[config.mk]
export PLATFORM = sky130hd
export DESIGN_NAME = hps_pin_setup
export DESIGN_NICKNAME = d
export VERILOG_FILES = /design/src/rtl/hps_pkg.sv /design/src/rtl/hps_pin_setup.sv /design/src/rtl/hps_feedback.sv
export SDC_FILE = /design/constraint.sdc
export NUM_CORES = 1
export LEC_CHECK = 0
export ABC_CLOCK_PERIOD_IN_PS = 1900
export BUFFER_PORTS_ARGS = -buffer_cell sky130_fd_sc_hd__buf_2
export CAP_MARGIN = 10
export CORE_MARGIN = 2
export CORE_UTILIZATION = 40
export DETAILED_ROUTE_END_ITERATION = 12
export HOLD_SLACK_MARGIN = 0.02
export PLACE_DENSITY = 0.66
export SKIP_CTS_REPAIR_TIMING = 1
export SLEW_MARGIN = 25
export SYNTH_ARGS = -nofsm -noshare
export SYNTH_HDL_FRONTEND = slang
export SYNTH_SLANG_ARGS = --single-unit
[constraint.sdc]
create_clock -name hclk -period 1.9 [get_ports hclk]
set_input_delay 0.095 -clock hclk [delete_from_list [all_inputs] [get_ports hclk]]
set_output_delay 0.095 -clock hclk [all_outputs]
set_load 0.01 [all_outputs]
[src/rtl/hps_pkg.sv]
// constants for the hardware pin setup register bank
package hps_pkg;
  // byte addresses on the register bus
  localparam logic [11:0] HPS_PIN_SETUP_OFFSET = 12'h0A4;
  localparam logic [11:0] HPS_STATUS_OFFSET = 12'h0F0;
  localparam int HPS_ADDR_WIDTH = 12;
  // documented field positions of the pin setup register
  localparam int HPS_FILTER_OFF_BIT = 27;
  localparam int HPS_STOP_LEVEL_MSB = 10;
  localparam int HPS_STOP_LEVEL_LSB = 9;
  localparam int HPS_FAULT_LEVEL_MSB = 8;
  localparam int HPS_FAULT_LEVEL_LSB = 7;
  localparam int HPS_ALARM_EN_BIT = 6;
  localparam int HPS_BRAKE_MODE_BIT = 5;
  localparam int HPS_ANGLE_SEL_BIT = 4;
  localparam int HPS_BRAKE_OVR_MSB = 3;
  localparam int HPS_BRAKE_OVR_LSB = 2;
  localparam int HPS_SPEED_MODE_MSB = 1;
  localparam int HPS_SPEED_MODE_LSB = 0;
  // reset value: documented fields are zero, the reserved 26..11 span is part specific
  localparam logic [31:0] HPS_PIN_SETUP_RESET = 32'h0000_0000;
  // two-bit field codes
  localparam logic [1:0] HPS_CODE_0 = 2'h0;
  localparam logic [1:0] HPS_CODE_1 = 2'h1;
  localparam logic [1:0] HPS_CODE_2 = 2'h2;
  localparam logic [1:0] HPS_CODE_3 = 2'h3;
  // status register bit positions
  localparam int HPS_ST_BRAKE_PIN = 0;
  localparam int HPS_ST_BRAKE_ACTIVE = 1;
  localparam int HPS_ST_ALIGN_ACTIVE = 2;
  localparam int HPS_ST_FEEDBACK = 3;
  localparam int HPS_ST_ALARM = 4;
  localparam int HPS_ST_WIDTH = 5;
  // AHB encodings and brake synchroniser depth
  localparam logic [1:0] HPS_HTRANS_NONSEQ = 2'h2;
  localparam logic [2:0] HPS_HSIZE_WORD = 3'h2;
  localparam int HPS_SYNC_STAGES = 3;
endpackage : hps_pkg

[src/rtl/hps_pin_setup.sv]
// hardware pin setup register with AHB-Lite slave and pin behaviour
//
// Notes on behaviour
// (RQ1) reset value follows the per-field reset annotation
// (RQ2) pin setup register sits at A4h
// (RQ3) bit 27 set disables bus voltage filter
// (RQ4) bits 10-9 pick feedback level when stopped
// (RQ5) bits 8-7 pick feedback level on fault
// (RQ6) bit 6 enables the alarm pin
// (RQ7) bit 5 picks low-side or align braking
// (RQ8) bit 4 picks align brake angle source
// (RQ9) bits 3-2 override the brake pin
// (RQ10) bits 1-0 select speed pin input mode
// (RQ11) software writes reserved bits back unchanged
`timescale 1ns/1ps
`default_nettype none
module hps_pin_setup #(
  parameter int ANGLE_WIDTH = 16,
  parameter logic [31:0] PIN_SETUP_RESET = hps_pkg::HPS_PIN_SETUP_RESET
) (
  input wire logic hclk,
  input wire logic hresetn,
  input wire logic hsel,
  input wire logic [31:0] haddr,
  input wire logic [1:0] htrans,
  input wire logic hwrite,
  input wire logic [2:0] hsize,
  input wire logic [31:0] hwdata,
  input wire logic hready,
  output logic hreadyout,
  output logic hresp,
  output logic [31:0] hrdata,
  input wire logic brake_pin,
  input wire logic feedback_drive,
  input wire logic motor_stopped,
  input wire logic fault_active,
  input wire logic speed_feedback_coast_option,
  input wire logic backemf_above_threshold,
  input wire logic alarm_request,
  input wire logic [ANGLE_WIDTH-1:0] commutation_angle,
  input wire logic [ANGLE_WIDTH-1:0] align_angle,
  output logic speed_feedback_output,
  output logic alarm_out,
  output logic bus_voltage_filter_on,
  output logic low_side_brake,
  output logic align_brake,
  output logic [ANGLE_WIDTH-1:0] brake_angle,
  output logic [1:0] speed_mode,
  output logic speed_mode_analog,
  output logic speed_mode_pwm,
  output logic speed_mode_frequency
);
  localparam int HPS_SYNC_STAGES_L = hps_pkg::HPS_SYNC_STAGES;

  // brake action states, one-hot so each brake pin is a one-bit decode
  typedef enum logic [2:0] {
    HPS_BRAKE_OFF = 3'b001,
    HPS_BRAKE_LOW = 3'b010,
    HPS_BRAKE_ALIGN = 3'b100
  } hps_brake_state_type;

  // stored register and live status
  logic [31:0] pin_setup;
  logic [hps_pkg::HPS_ST_WIDTH-1:0] status;

  // bus address and data phase tracking
  logic phase_write;
  logic phase_pin_setup;
  logic write_pin_setup;
  logic addr_valid;
  logic addr_pin_setup;
  logic addr_status;
  logic [31:0] next_rdata;
  logic [31:0] pin_setup_view;

  // brake pin path and brake action
  logic [HPS_SYNC_STAGES_L-1:0] brake_sync;
  logic brake_level;
  logic brake_request;
  logic brake_active;
  logic [1:0] brake_override;
  logic brake_mode_align;
  hps_brake_state_type brake_state;
  hps_brake_state_type next_brake_state;
  logic [ANGLE_WIDTH-1:0] held_angle;

  // zero wait states, every answer is OKAY
  assign hreadyout = 1'b1;
  assign hresp = 1'b0;

  // address phase decode; only word writes take effect, reads of any size are answered
  assign addr_valid = hsel && hready && (htrans == hps_pkg::HPS_HTRANS_NONSEQ);
  assign addr_pin_setup = (haddr[hps_pkg::HPS_ADDR_WIDTH-1:0]
                           == hps_pkg::HPS_PIN_SETUP_OFFSET)
                          && (haddr[31:hps_pkg::HPS_ADDR_WIDTH] == 20'h0_0000); // RQ2
  assign addr_status = (haddr[hps_pkg::HPS_ADDR_WIDTH-1:0] == hps_pkg::HPS_STATUS_OFFSET)
                       && (haddr[31:hps_pkg::HPS_ADDR_WIDTH] == 20'h0_0000);

  // carry a write into its data phase
  always_ff @(posedge hclk or negedge hresetn) begin
    if (!hresetn) begin
      phase_write <= 1'b0;
      phase_pin_setup <= 1'b0;
    end else begin
      phase_write <= addr_valid && hwrite && (hsize == hps_pkg::HPS_HSIZE_WORD);
      phase_pin_setup <= addr_valid && addr_pin_setup;
    end
  end

  // data phase of an accepted word write to the setup register
  assign write_pin_setup = phase_write && phase_pin_setup;

  // the register itself; reserved bits just store what software gives
  always_ff @(posedge hclk or negedge hresetn) begin
    if (!hresetn) begin
      pin_setup <= PIN_SETUP_RESET; // RQ1
    end else if (write_pin_setup) begin
      pin_setup <= hwdata; // RQ11
    end
  end

  // forward a write in flight so a back-to-back read sees fresh data
  assign pin_setup_view = write_pin_setup ? hwdata : pin_setup;

  // read data captured at the address phase, unmapped reads return zero
  always_comb begin
    next_rdata = 32'h0000_0000;
    if (addr_pin_setup) begin
      next_rdata = pin_setup_view;
    end else if (addr_status) begin
      next_rdata = {27'h000_0000, status};
    end
  end

  // only read address phases reload, so data stands through the data phase
  always_ff @(posedge hclk or negedge hresetn) begin
    if (!hresetn) begin
      hrdata <= 32'h0000_0000;
    end else if (addr_valid && !hwrite) begin
      hrdata <= next_rdata;
    end
  end

  // brake pin synchroniser; the first stage feeds only the second
  always_ff @(posedge hclk or negedge hresetn) begin
    if (!hresetn) begin
      brake_sync[0] <= 1'b0;
    end else begin
      brake_sync[0] <= brake_pin;
    end
  end

  // later stages each copy the stage before them
  for (genvar stage = 1; stage < HPS_SYNC_STAGES_L; stage++) begin : g_brake_sync
    always_ff @(posedge hclk or negedge hresetn) begin
      if (!hresetn) begin
        brake_sync[stage] <= 1'b0;
      end else begin
        brake_sync[stage] <= brake_sync[stage-1];
      end
    end
  end

  // a level change counts only once the last two stages agree
  always_ff @(posedge hclk or negedge hresetn) begin
    if (!hresetn) begin
      brake_level <= 1'b0;
    end else if (brake_sync[1] == brake_sync[2]) begin
      brake_level <= brake_sync[2];
    end
  end

  // brake fields read straight from the stored register
  assign brake_override = pin_setup[hps_pkg::HPS_BRAKE_OVR_MSB:hps_pkg::HPS_BRAKE_OVR_LSB];
  assign brake_mode_align = pin_setup[hps_pkg::HPS_BRAKE_MODE_BIT];

  // override: codes 0 and 3 follow the pin
  always_comb begin
    case (brake_override)
      hps_pkg::HPS_CODE_1: brake_request = 1'b1; // RQ9
      hps_pkg::HPS_CODE_2: brake_request = 1'b0; // RQ9
      default: brake_request = brake_level; // RQ9
    endcase
  end

  // mode is read every cycle, so a mode write moves an active brake at once
  always_comb begin
    next_brake_state = HPS_BRAKE_OFF;
    case (brake_state)
      HPS_BRAKE_OFF, HPS_BRAKE_LOW, HPS_BRAKE_ALIGN: begin
        if (brake_request && brake_mode_align) begin
          next_brake_state = HPS_BRAKE_ALIGN; // RQ7
        end else if (brake_request) begin
          next_brake_state = HPS_BRAKE_LOW; // RQ7
        end
      end
      default: begin
        next_brake_state = HPS_BRAKE_OFF;
      end
    endcase
  end

  // brake state register
  always_ff @(posedge hclk or negedge hresetn) begin
    if (!hresetn) begin
      brake_state <= HPS_BRAKE_OFF;
    end else begin
      brake_state <= next_brake_state;
    end
  end

  // one-hot decode, so only one brake kind can ever be shown
  assign low_side_brake = (brake_state == HPS_BRAKE_LOW); // RQ7
  assign align_brake = (brake_state == HPS_BRAKE_ALIGN); // RQ7
  assign brake_active = (brake_state != HPS_BRAKE_OFF);

  // freeze the commutation angle on the cycle braking starts
  always_ff @(posedge hclk or negedge hresetn) begin
    if (!hresetn) begin
      held_angle <= '0;
    end else if (brake_request && !brake_active) begin
      held_angle <= commutation_angle; // RQ8
    end else if (!brake_request) begin
      held_angle <= commutation_angle;
    end
  end

  // angle source for align braking
  always_ff @(posedge hclk or negedge hresetn) begin
    if (!hresetn) begin
      brake_angle <= '0;
    end else if (pin_setup[hps_pkg::HPS_ANGLE_SEL_BIT]) begin
      brake_angle <= align_angle; // RQ8
    end else if (brake_request && !brake_active) begin
      brake_angle <= commutation_angle; // RQ8
    end else begin
      brake_angle <= held_angle; // RQ8
    end
  end

  // alarm pin gate
  always_ff @(posedge hclk or negedge hresetn) begin
    if (!hresetn) begin
      alarm_out <= 1'b0;
    end else begin
      alarm_out <= alarm_request && pin_setup[hps_pkg::HPS_ALARM_EN_BIT]; // RQ6
    end
  end

  // bus voltage filter; runs unless software turns it off
  always_ff @(posedge hclk or negedge hresetn) begin
    if (!hresetn) begin
      bus_voltage_filter_on <= 1'b1;
    end else begin
      bus_voltage_filter_on <= !pin_setup[hps_pkg::HPS_FILTER_OFF_BIT]; // RQ3
    end
  end

  // raw speed pin code for the speed input logic
  always_ff @(posedge hclk or negedge hresetn) begin
    if (!hresetn) begin
      speed_mode <= 2'h0;
    end else begin
      speed_mode <= pin_setup[hps_pkg::HPS_SPEED_MODE_MSB:hps_pkg::HPS_SPEED_MODE_LSB];
    end
  end

  // speed pin interpretation; code 2 selects none of the modes
  always_ff @(posedge hclk or negedge hresetn) begin
    if (!hresetn) begin
      speed_mode_analog <= 1'b1;
      speed_mode_pwm <= 1'b0;
      speed_mode_frequency <= 1'b0;
    end else begin
      speed_mode_analog <= (pin_setup[1:0] == hps_pkg::HPS_CODE_0); // RQ10
      speed_mode_pwm <= (pin_setup[1:0] == hps_pkg::HPS_CODE_1); // RQ10
      speed_mode_frequency <= (pin_setup[1:0] == hps_pkg::HPS_CODE_3); // RQ10
    end
  end

  // feedback output level selection
  hps_feedback u_feedback (
    .hclk(hclk),
    .hresetn(hresetn),
    .feedback_drive(feedback_drive),
    .motor_stopped(motor_stopped),
    .fault_active(fault_active),
    .speed_feedback_coast_option(speed_feedback_coast_option),
    .backemf_above_threshold(backemf_above_threshold),
    .speed_feedback_stop_level(
      pin_setup[hps_pkg::HPS_STOP_LEVEL_MSB:hps_pkg::HPS_STOP_LEVEL_LSB]), // RQ4
    .speed_feedback_fault_level(
      pin_setup[hps_pkg::HPS_FAULT_LEVEL_MSB:hps_pkg::HPS_FAULT_LEVEL_LSB]), // RQ5
    .speed_feedback_output(speed_feedback_output)
  );

  // live state for software
  always_comb begin
    status = '0;
    status[hps_pkg::HPS_ST_BRAKE_PIN] = brake_level;
    status[hps_pkg::HPS_ST_BRAKE_ACTIVE] = low_side_brake;
    status[hps_pkg::HPS_ST_ALIGN_ACTIVE] = align_brake;
    status[hps_pkg::HPS_ST_FEEDBACK] = speed_feedback_output;
    status[hps_pkg::HPS_ST_ALARM] = alarm_out;
  end
endmodule : hps_pin_setup
`default_nettype wire

[src/rtl/hps_feedback.sv]
// speed feedback output selection for stop and fault conditions
`timescale 1ns/1ps
`default_nettype none
module hps_feedback (
  input wire logic hclk,
  input wire logic hresetn,
  input wire logic feedback_drive,
  input wire logic motor_stopped,
  input wire logic fault_active,
  input wire logic speed_feedback_coast_option,
  input wire logic backemf_above_threshold,
  input wire logic [1:0] speed_feedback_stop_level,
  input wire logic [1:0] speed_feedback_fault_level,
  output logic speed_feedback_output
);
  logic last_driven;
  logic next_feedback;

  // remember the level last shown while the motor was really driven
  always_ff @(posedge hclk or negedge hresetn) begin
    if (!hresetn) begin
      last_driven <= 1'b0;
    end else if (!motor_stopped && !fault_active) begin
      last_driven <= feedback_drive;
    end
  end

  // fault wins over stop, since a fault may also stop the motor
  always_comb begin
    next_feedback = feedback_drive;
    if (fault_active) begin
      case (speed_feedback_fault_level)
        hps_pkg::HPS_CODE_0: next_feedback = last_driven; // RQ5
        hps_pkg::HPS_CODE_1: next_feedback = 1'b1; // RQ5
        hps_pkg::HPS_CODE_2: next_feedback = 1'b0; // RQ5
        default: begin
          // keep toggling only while back-emf is still above threshold
          if (speed_feedback_coast_option && backemf_above_threshold) begin
            next_feedback = feedback_drive; // RQ5
          end else begin
            next_feedback = last_driven; // RQ5
          end
        end
      endcase
    end else if (motor_stopped) begin
      case (speed_feedback_stop_level)
        hps_pkg::HPS_CODE_0: begin
          // end state left to the coasting option
          if (speed_feedback_coast_option) begin
            next_feedback = feedback_drive; // RQ4
          end else begin
            next_feedback = last_driven; // RQ4
          end
        end
        hps_pkg::HPS_CODE_2: next_feedback = 1'b0; // RQ4
        default: next_feedback = 1'b1; // RQ4
      endcase
    end
  end

  // registered so the pin never glitches between modes
  always_ff @(posedge hclk or negedge hresetn) begin
    if (!hresetn) begin
      speed_feedback_output <= 1'b0;
    end else begin
      speed_feedback_output <= next_feedback;
    end
  end
endmodule : hps_feedback
`default_nettype wire

==> flow_summary.ini <==
[grt]
antenna_violations_before_repair = 0
grt_start_max_net_pins = 49
first_global_vias = 3885
groute.usage.overall_pct = 18.28
global_route.overflow_total = 0
grt_pass1_wl_um = 18340

[finish]
post-route-util_pct = 59.32
areaGrowthSynthToFinish_pct = 45.86
fill_cells = 983
most-common-layout-cells = sky130_fd_sc_hd__buf_2, sky130_fd_sc_hd__dfrtp_1, sky130_fd_sc_hd__dlygate4sd3_1, sky130_fd_sc_hd__nand2_1
num_antenna_cells = 0
final_common_cell = sky130_fd_sc_hd__buf_2
final-instance-count-excl-fill = 801
post_route_cells_drive_above_1_share_pct = 41.13
nets = 755

[floorplanning]
dieHeight_um = 114.3
die_w_um = 114.3
floorplan.die_area_sq_um = 13060
floorplan.core_area_sq_um = 11960
num_rows = 40
io_pins = 173
floorplan.initialDensity_pct = 40.67

[clock_network]
clock_insertion_delay_worst_skew_ns = 0.41
clkTransAtPathRegs_ns = 0.05
max-clock-path-buffers = 2
clkSinkCount = 114
clock_tree_from_tritoncts = yes
number_of_h_tree_levels = 4
cts-root-buf = sky130_fd_sc_hd__clkbuf_16
tritoncts.num_buffers = 17

[timing]
worst_hold_slack_ns = 0.05457
skew_ns = 0.006832
worst_slew_margin_rel_pct = 62.65
timing.final.crit_period_ns = 1.805
grt_setup_unrepaired = no
clock.fmax_ghz = 0.5542
tightestPinTransition_ns = 0.5556
hold_viol = 0
maxSlewViolCount = 0
report.final.setup_viol = 0
final_worst_path_period_share_pct = 94.97
setup_total_negative_slack_ns = 0

[outcome]
run_status = finished, final reports clean

[synthesis]
synth_simple_gate_area_share_pct = 13.86
synth_fp_nets = 510
ys_seq_elements = 114
synth_top_family_by_area = multiplexers
yosysSeqAreaShare_pct = 58.72
synth_top_area_cells = sky130_fd_sc_hd__dfrtp_1, sky130_fd_sc_hd__mux2_2, sky130_fd_sc_hd__mux2i_1
netlist.area_leader.share_pct = 57.10
synthesis.area_per_instance_sq_um = 12.28
post_synth_mux_area_share_pct = 15.82
post-synth-top-area-cell = sky130_fd_sc_hd__dfrtp_1
synth_fa_ha_area_share_pct = 0.4630
synth_area_in_xor_xnor_pct = 0.1800
postSynthCellCount = 396
synth_warnings = 0
synth.cell_area_sq_um = 4865
synth_cell_type_count = 41
synth-compound-area-share_pct = 5.787

[critical_path]
required_time_at_the_worst_slack_endpoint_ns = 2.24
path_cells = dlygate4sd3_1 -> buf_2 -> nand4bb_1 -> dlygate4sd3_1 -> nor2_1 -> dlygate4sd3_1
ws_path_type = primary input to flip-flop
worstSetupEndpointType = flip-flop
timing.critical_path.fanout_max = 1
slowest_delay_ns = 0.57
slowest_stage = sky130_fd_sc_hd__dlygate4sd3_1
cp_data_arrival_time_ns = 2.15
worst_setup_path_start_kind = primary input
critical_path.most_common_cell = sky130_fd_sc_hd__dlygate4sd3_1

[power_and_ir_drop]
switchingPower_mw = 1.526
share_clk_of_total_power_pct = 45.2
power.density_cell_area_nw_per_um2 = 908.5
power_report.internal_total_mw = 4.920
sw_frac_of_total_pct = 23.67
peakVddDrop_v = 0.0005289
power_leakage_nw = 3.482
pwr-share-seq_pct = 41.7
p_comb_share_pct = 13.2

[placed_design]
port_buffers = 170
global_placement_routability_congestion = 0.7333
place.detailed.instances = 697
place_hpwl_um = 7945

[routing]
drtAntennaViolNets = 0
drt_iter0_drc = 180
drc = 0
route.detailed.wl_per_inst_um = 15.29
avgViaCountPerCell = 4.961
totalWireLength_um = 12250
detailedRoute.firstPassIterationCount = 4
detailroute.via_count = 3974

[run]
drv_cap = 0

[min_path]
hold_class = primary input to flip-flop
-- path summary, 6_finish.rpt --
kind	depth (start not counted)	startpoint	slack, ns	to
min in group asynchronous	2	hresetn	0.24	brake_level$_DFFE_PN0N_
max in group asynchronous	3	hresetn	0.93	hrdata[8]$_DFFE_PN0P_
worst min-delay path	4	haddr[4]	0.05	hrdata[6]$_DFFE_PN0P_
worst min register to register	0	brake_sync[0]$_DFF_PN0_	0.37	brake_sync[1]$_DFF_PN0_
worst max register to register	5	pin_setup[2]$_DFF_PN0_	0.15	brake_angle[6]$_DFF_PN0_
worst max-delay path	6	hsize[0]	0.1	phase_write$_DFF_PN0_
-- power groups by stage --
stage / sequential, mW / clock (mW) / combinational, mW
3_5_place_dp: 2.72 / 0 / 0.736
5_1_grt: 2.70 / 3.08 / 0.927
4_1_cts: 2.69 / 2.97 / 0.741
6_report: 2.69 / 2.91 / 0.849
2_1_floorplan: 2.74 / 0 / 0.401
3_3_place_gp: 2.72 / 0 / 0.711
-- layout make-up --
| class | count | area (sq um) | share of cell area (%) |
|---|---|---|---|
| tap | 147 | 183.9 | 2.592 |
| clock inverter | 10 | 85.08 | 1.199 |
| clock buffer | 22 | 464.2 | 6.542 |
| inverter | 9 | 33.78 | 0.4761 |
| timing repair buffer | 254 | 1702 | 23.98 |
| multi-input combinational | 245 | 1770 | 24.95 |
| sequential | 114 | 2856 | 40.26 |
-- registers in the layout, indices dropped and copies added, names as in the netlist --
name,count
hrdata,32
pin_setup,32
brake_angle,16
held_angle,16
brake_state,3
brake_sync,3
speed_mode,2
alarm_out,1
brake_level,1
bus_voltage_filter_on,1
phase_pin_setup,1
phase_write,1
speed_mode_analog,1
speed_mode_frequency,1
speed_mode_pwm,1
u_feedback.last_driven,1
u_feedback.speed_feedback_output,1
-- per-layer routing --
metal	global-route usage [%]	routed length, um	vias up
li1	-	-	1888
met4	7.480	202	0
met1	21.41	5103	1935
met2	29.88	6093	134
met5	0	0	-
met3	7.517	850	17
-- kinds of logic (layout without fill, tap and decap cells) --
family	count (synthesis)	count (layout)
and+or+nand+nor	120	120
other	2	2
muxes	67	67
DFF	114	114
buffers and inverters	37	295
AOI/OAI and AO/OA	53	53
xor gates and xnor gates	1	1
adders and majority gates	2	2
-- synthesized netlist by cell type --
cell                        number
sky130_fd_sc_hd__conb_1          2
sky130_fd_sc_hd__buf_2           6
sky130_fd_sc_hd__and4b_1         1
sky130_fd_sc_hd__mux2i_1        21
sky130_fd_sc_hd__dfstp_2         3
sky130_fd_sc_hd__o211ai_1        5
sky130_fd_sc_hd__nor3_1          1
sky130_fd_sc_hd__mux2_2         35
sky130_fd_sc_hd__mux2_4         11
sky130_fd_sc_hd__clkbuf_1        6
sky130_fd_sc_hd__nor3b_4         1
sky130_fd_sc_hd__o21ai_0         9
sky130_fd_sc_hd__nand4b_4        1
sky130_fd_sc_hd__nor4bb_1        1
sky130_fd_sc_hd__buf_6          10
sky130_fd_sc_hd__nand4_1        32
sky130_fd_sc_hd__o21ai_1        35
sky130_fd_sc_hd__inv_1           8
sky130_fd_sc_hd__or2_1           1
sky130_fd_sc_hd__xnor2_1         1
sky130_fd_sc_hd__nor4_1          5
sky130_fd_sc_hd__nor2_1         10
sky130_fd_sc_hd__dfrtp_1       111
sky130_fd_sc_hd__nand4_2         1
sky130_fd_sc_hd__nor3b_1         2
sky130_fd_sc_hd__buf_4           6
sky130_fd_sc_hd__and4_1          2
sky130_fd_sc_hd__nand3b_1        1
sky130_fd_sc_hd__nor2b_1         2
sky130_fd_sc_hd__a21oi_1         3
sky130_fd_sc_hd__nand4bb_1       1
sky130_fd_sc_hd__nor4_2          1
sky130_fd_sc_hd__nand2_4         1
sky130_fd_sc_hd__and2_1          2
sky130_fd_sc_hd__a2111oi_0       1
sky130_fd_sc_hd__inv_2           1
sky130_fd_sc_hd__nand2_1        52
sky130_fd_sc_hd__ha_1            1
sky130_fd_sc_hd__nor2_4          1
sky130_fd_sc_hd__nor3b_2         1
sky130_fd_sc_hd__maj3_1          1
-- metrics by stage --
step	power, mW	instance area, sq um	worst slack, ns
floorplan	3.138	4865	0.1857
global placement	3.427	5826	0.2137
detailed placement	3.460	5826	0.1626
CTS	6.396	6375	0.1326
global route	6.708	7096	0.05884
finish	6.446	7096	0.09548
-- critical path, delay by kind of cell --
family | cells | cell delay [ns]
buf+inv | 4 | 1.80
simple gates | 2 | 0.26
(Power assumes the default switching activity.)
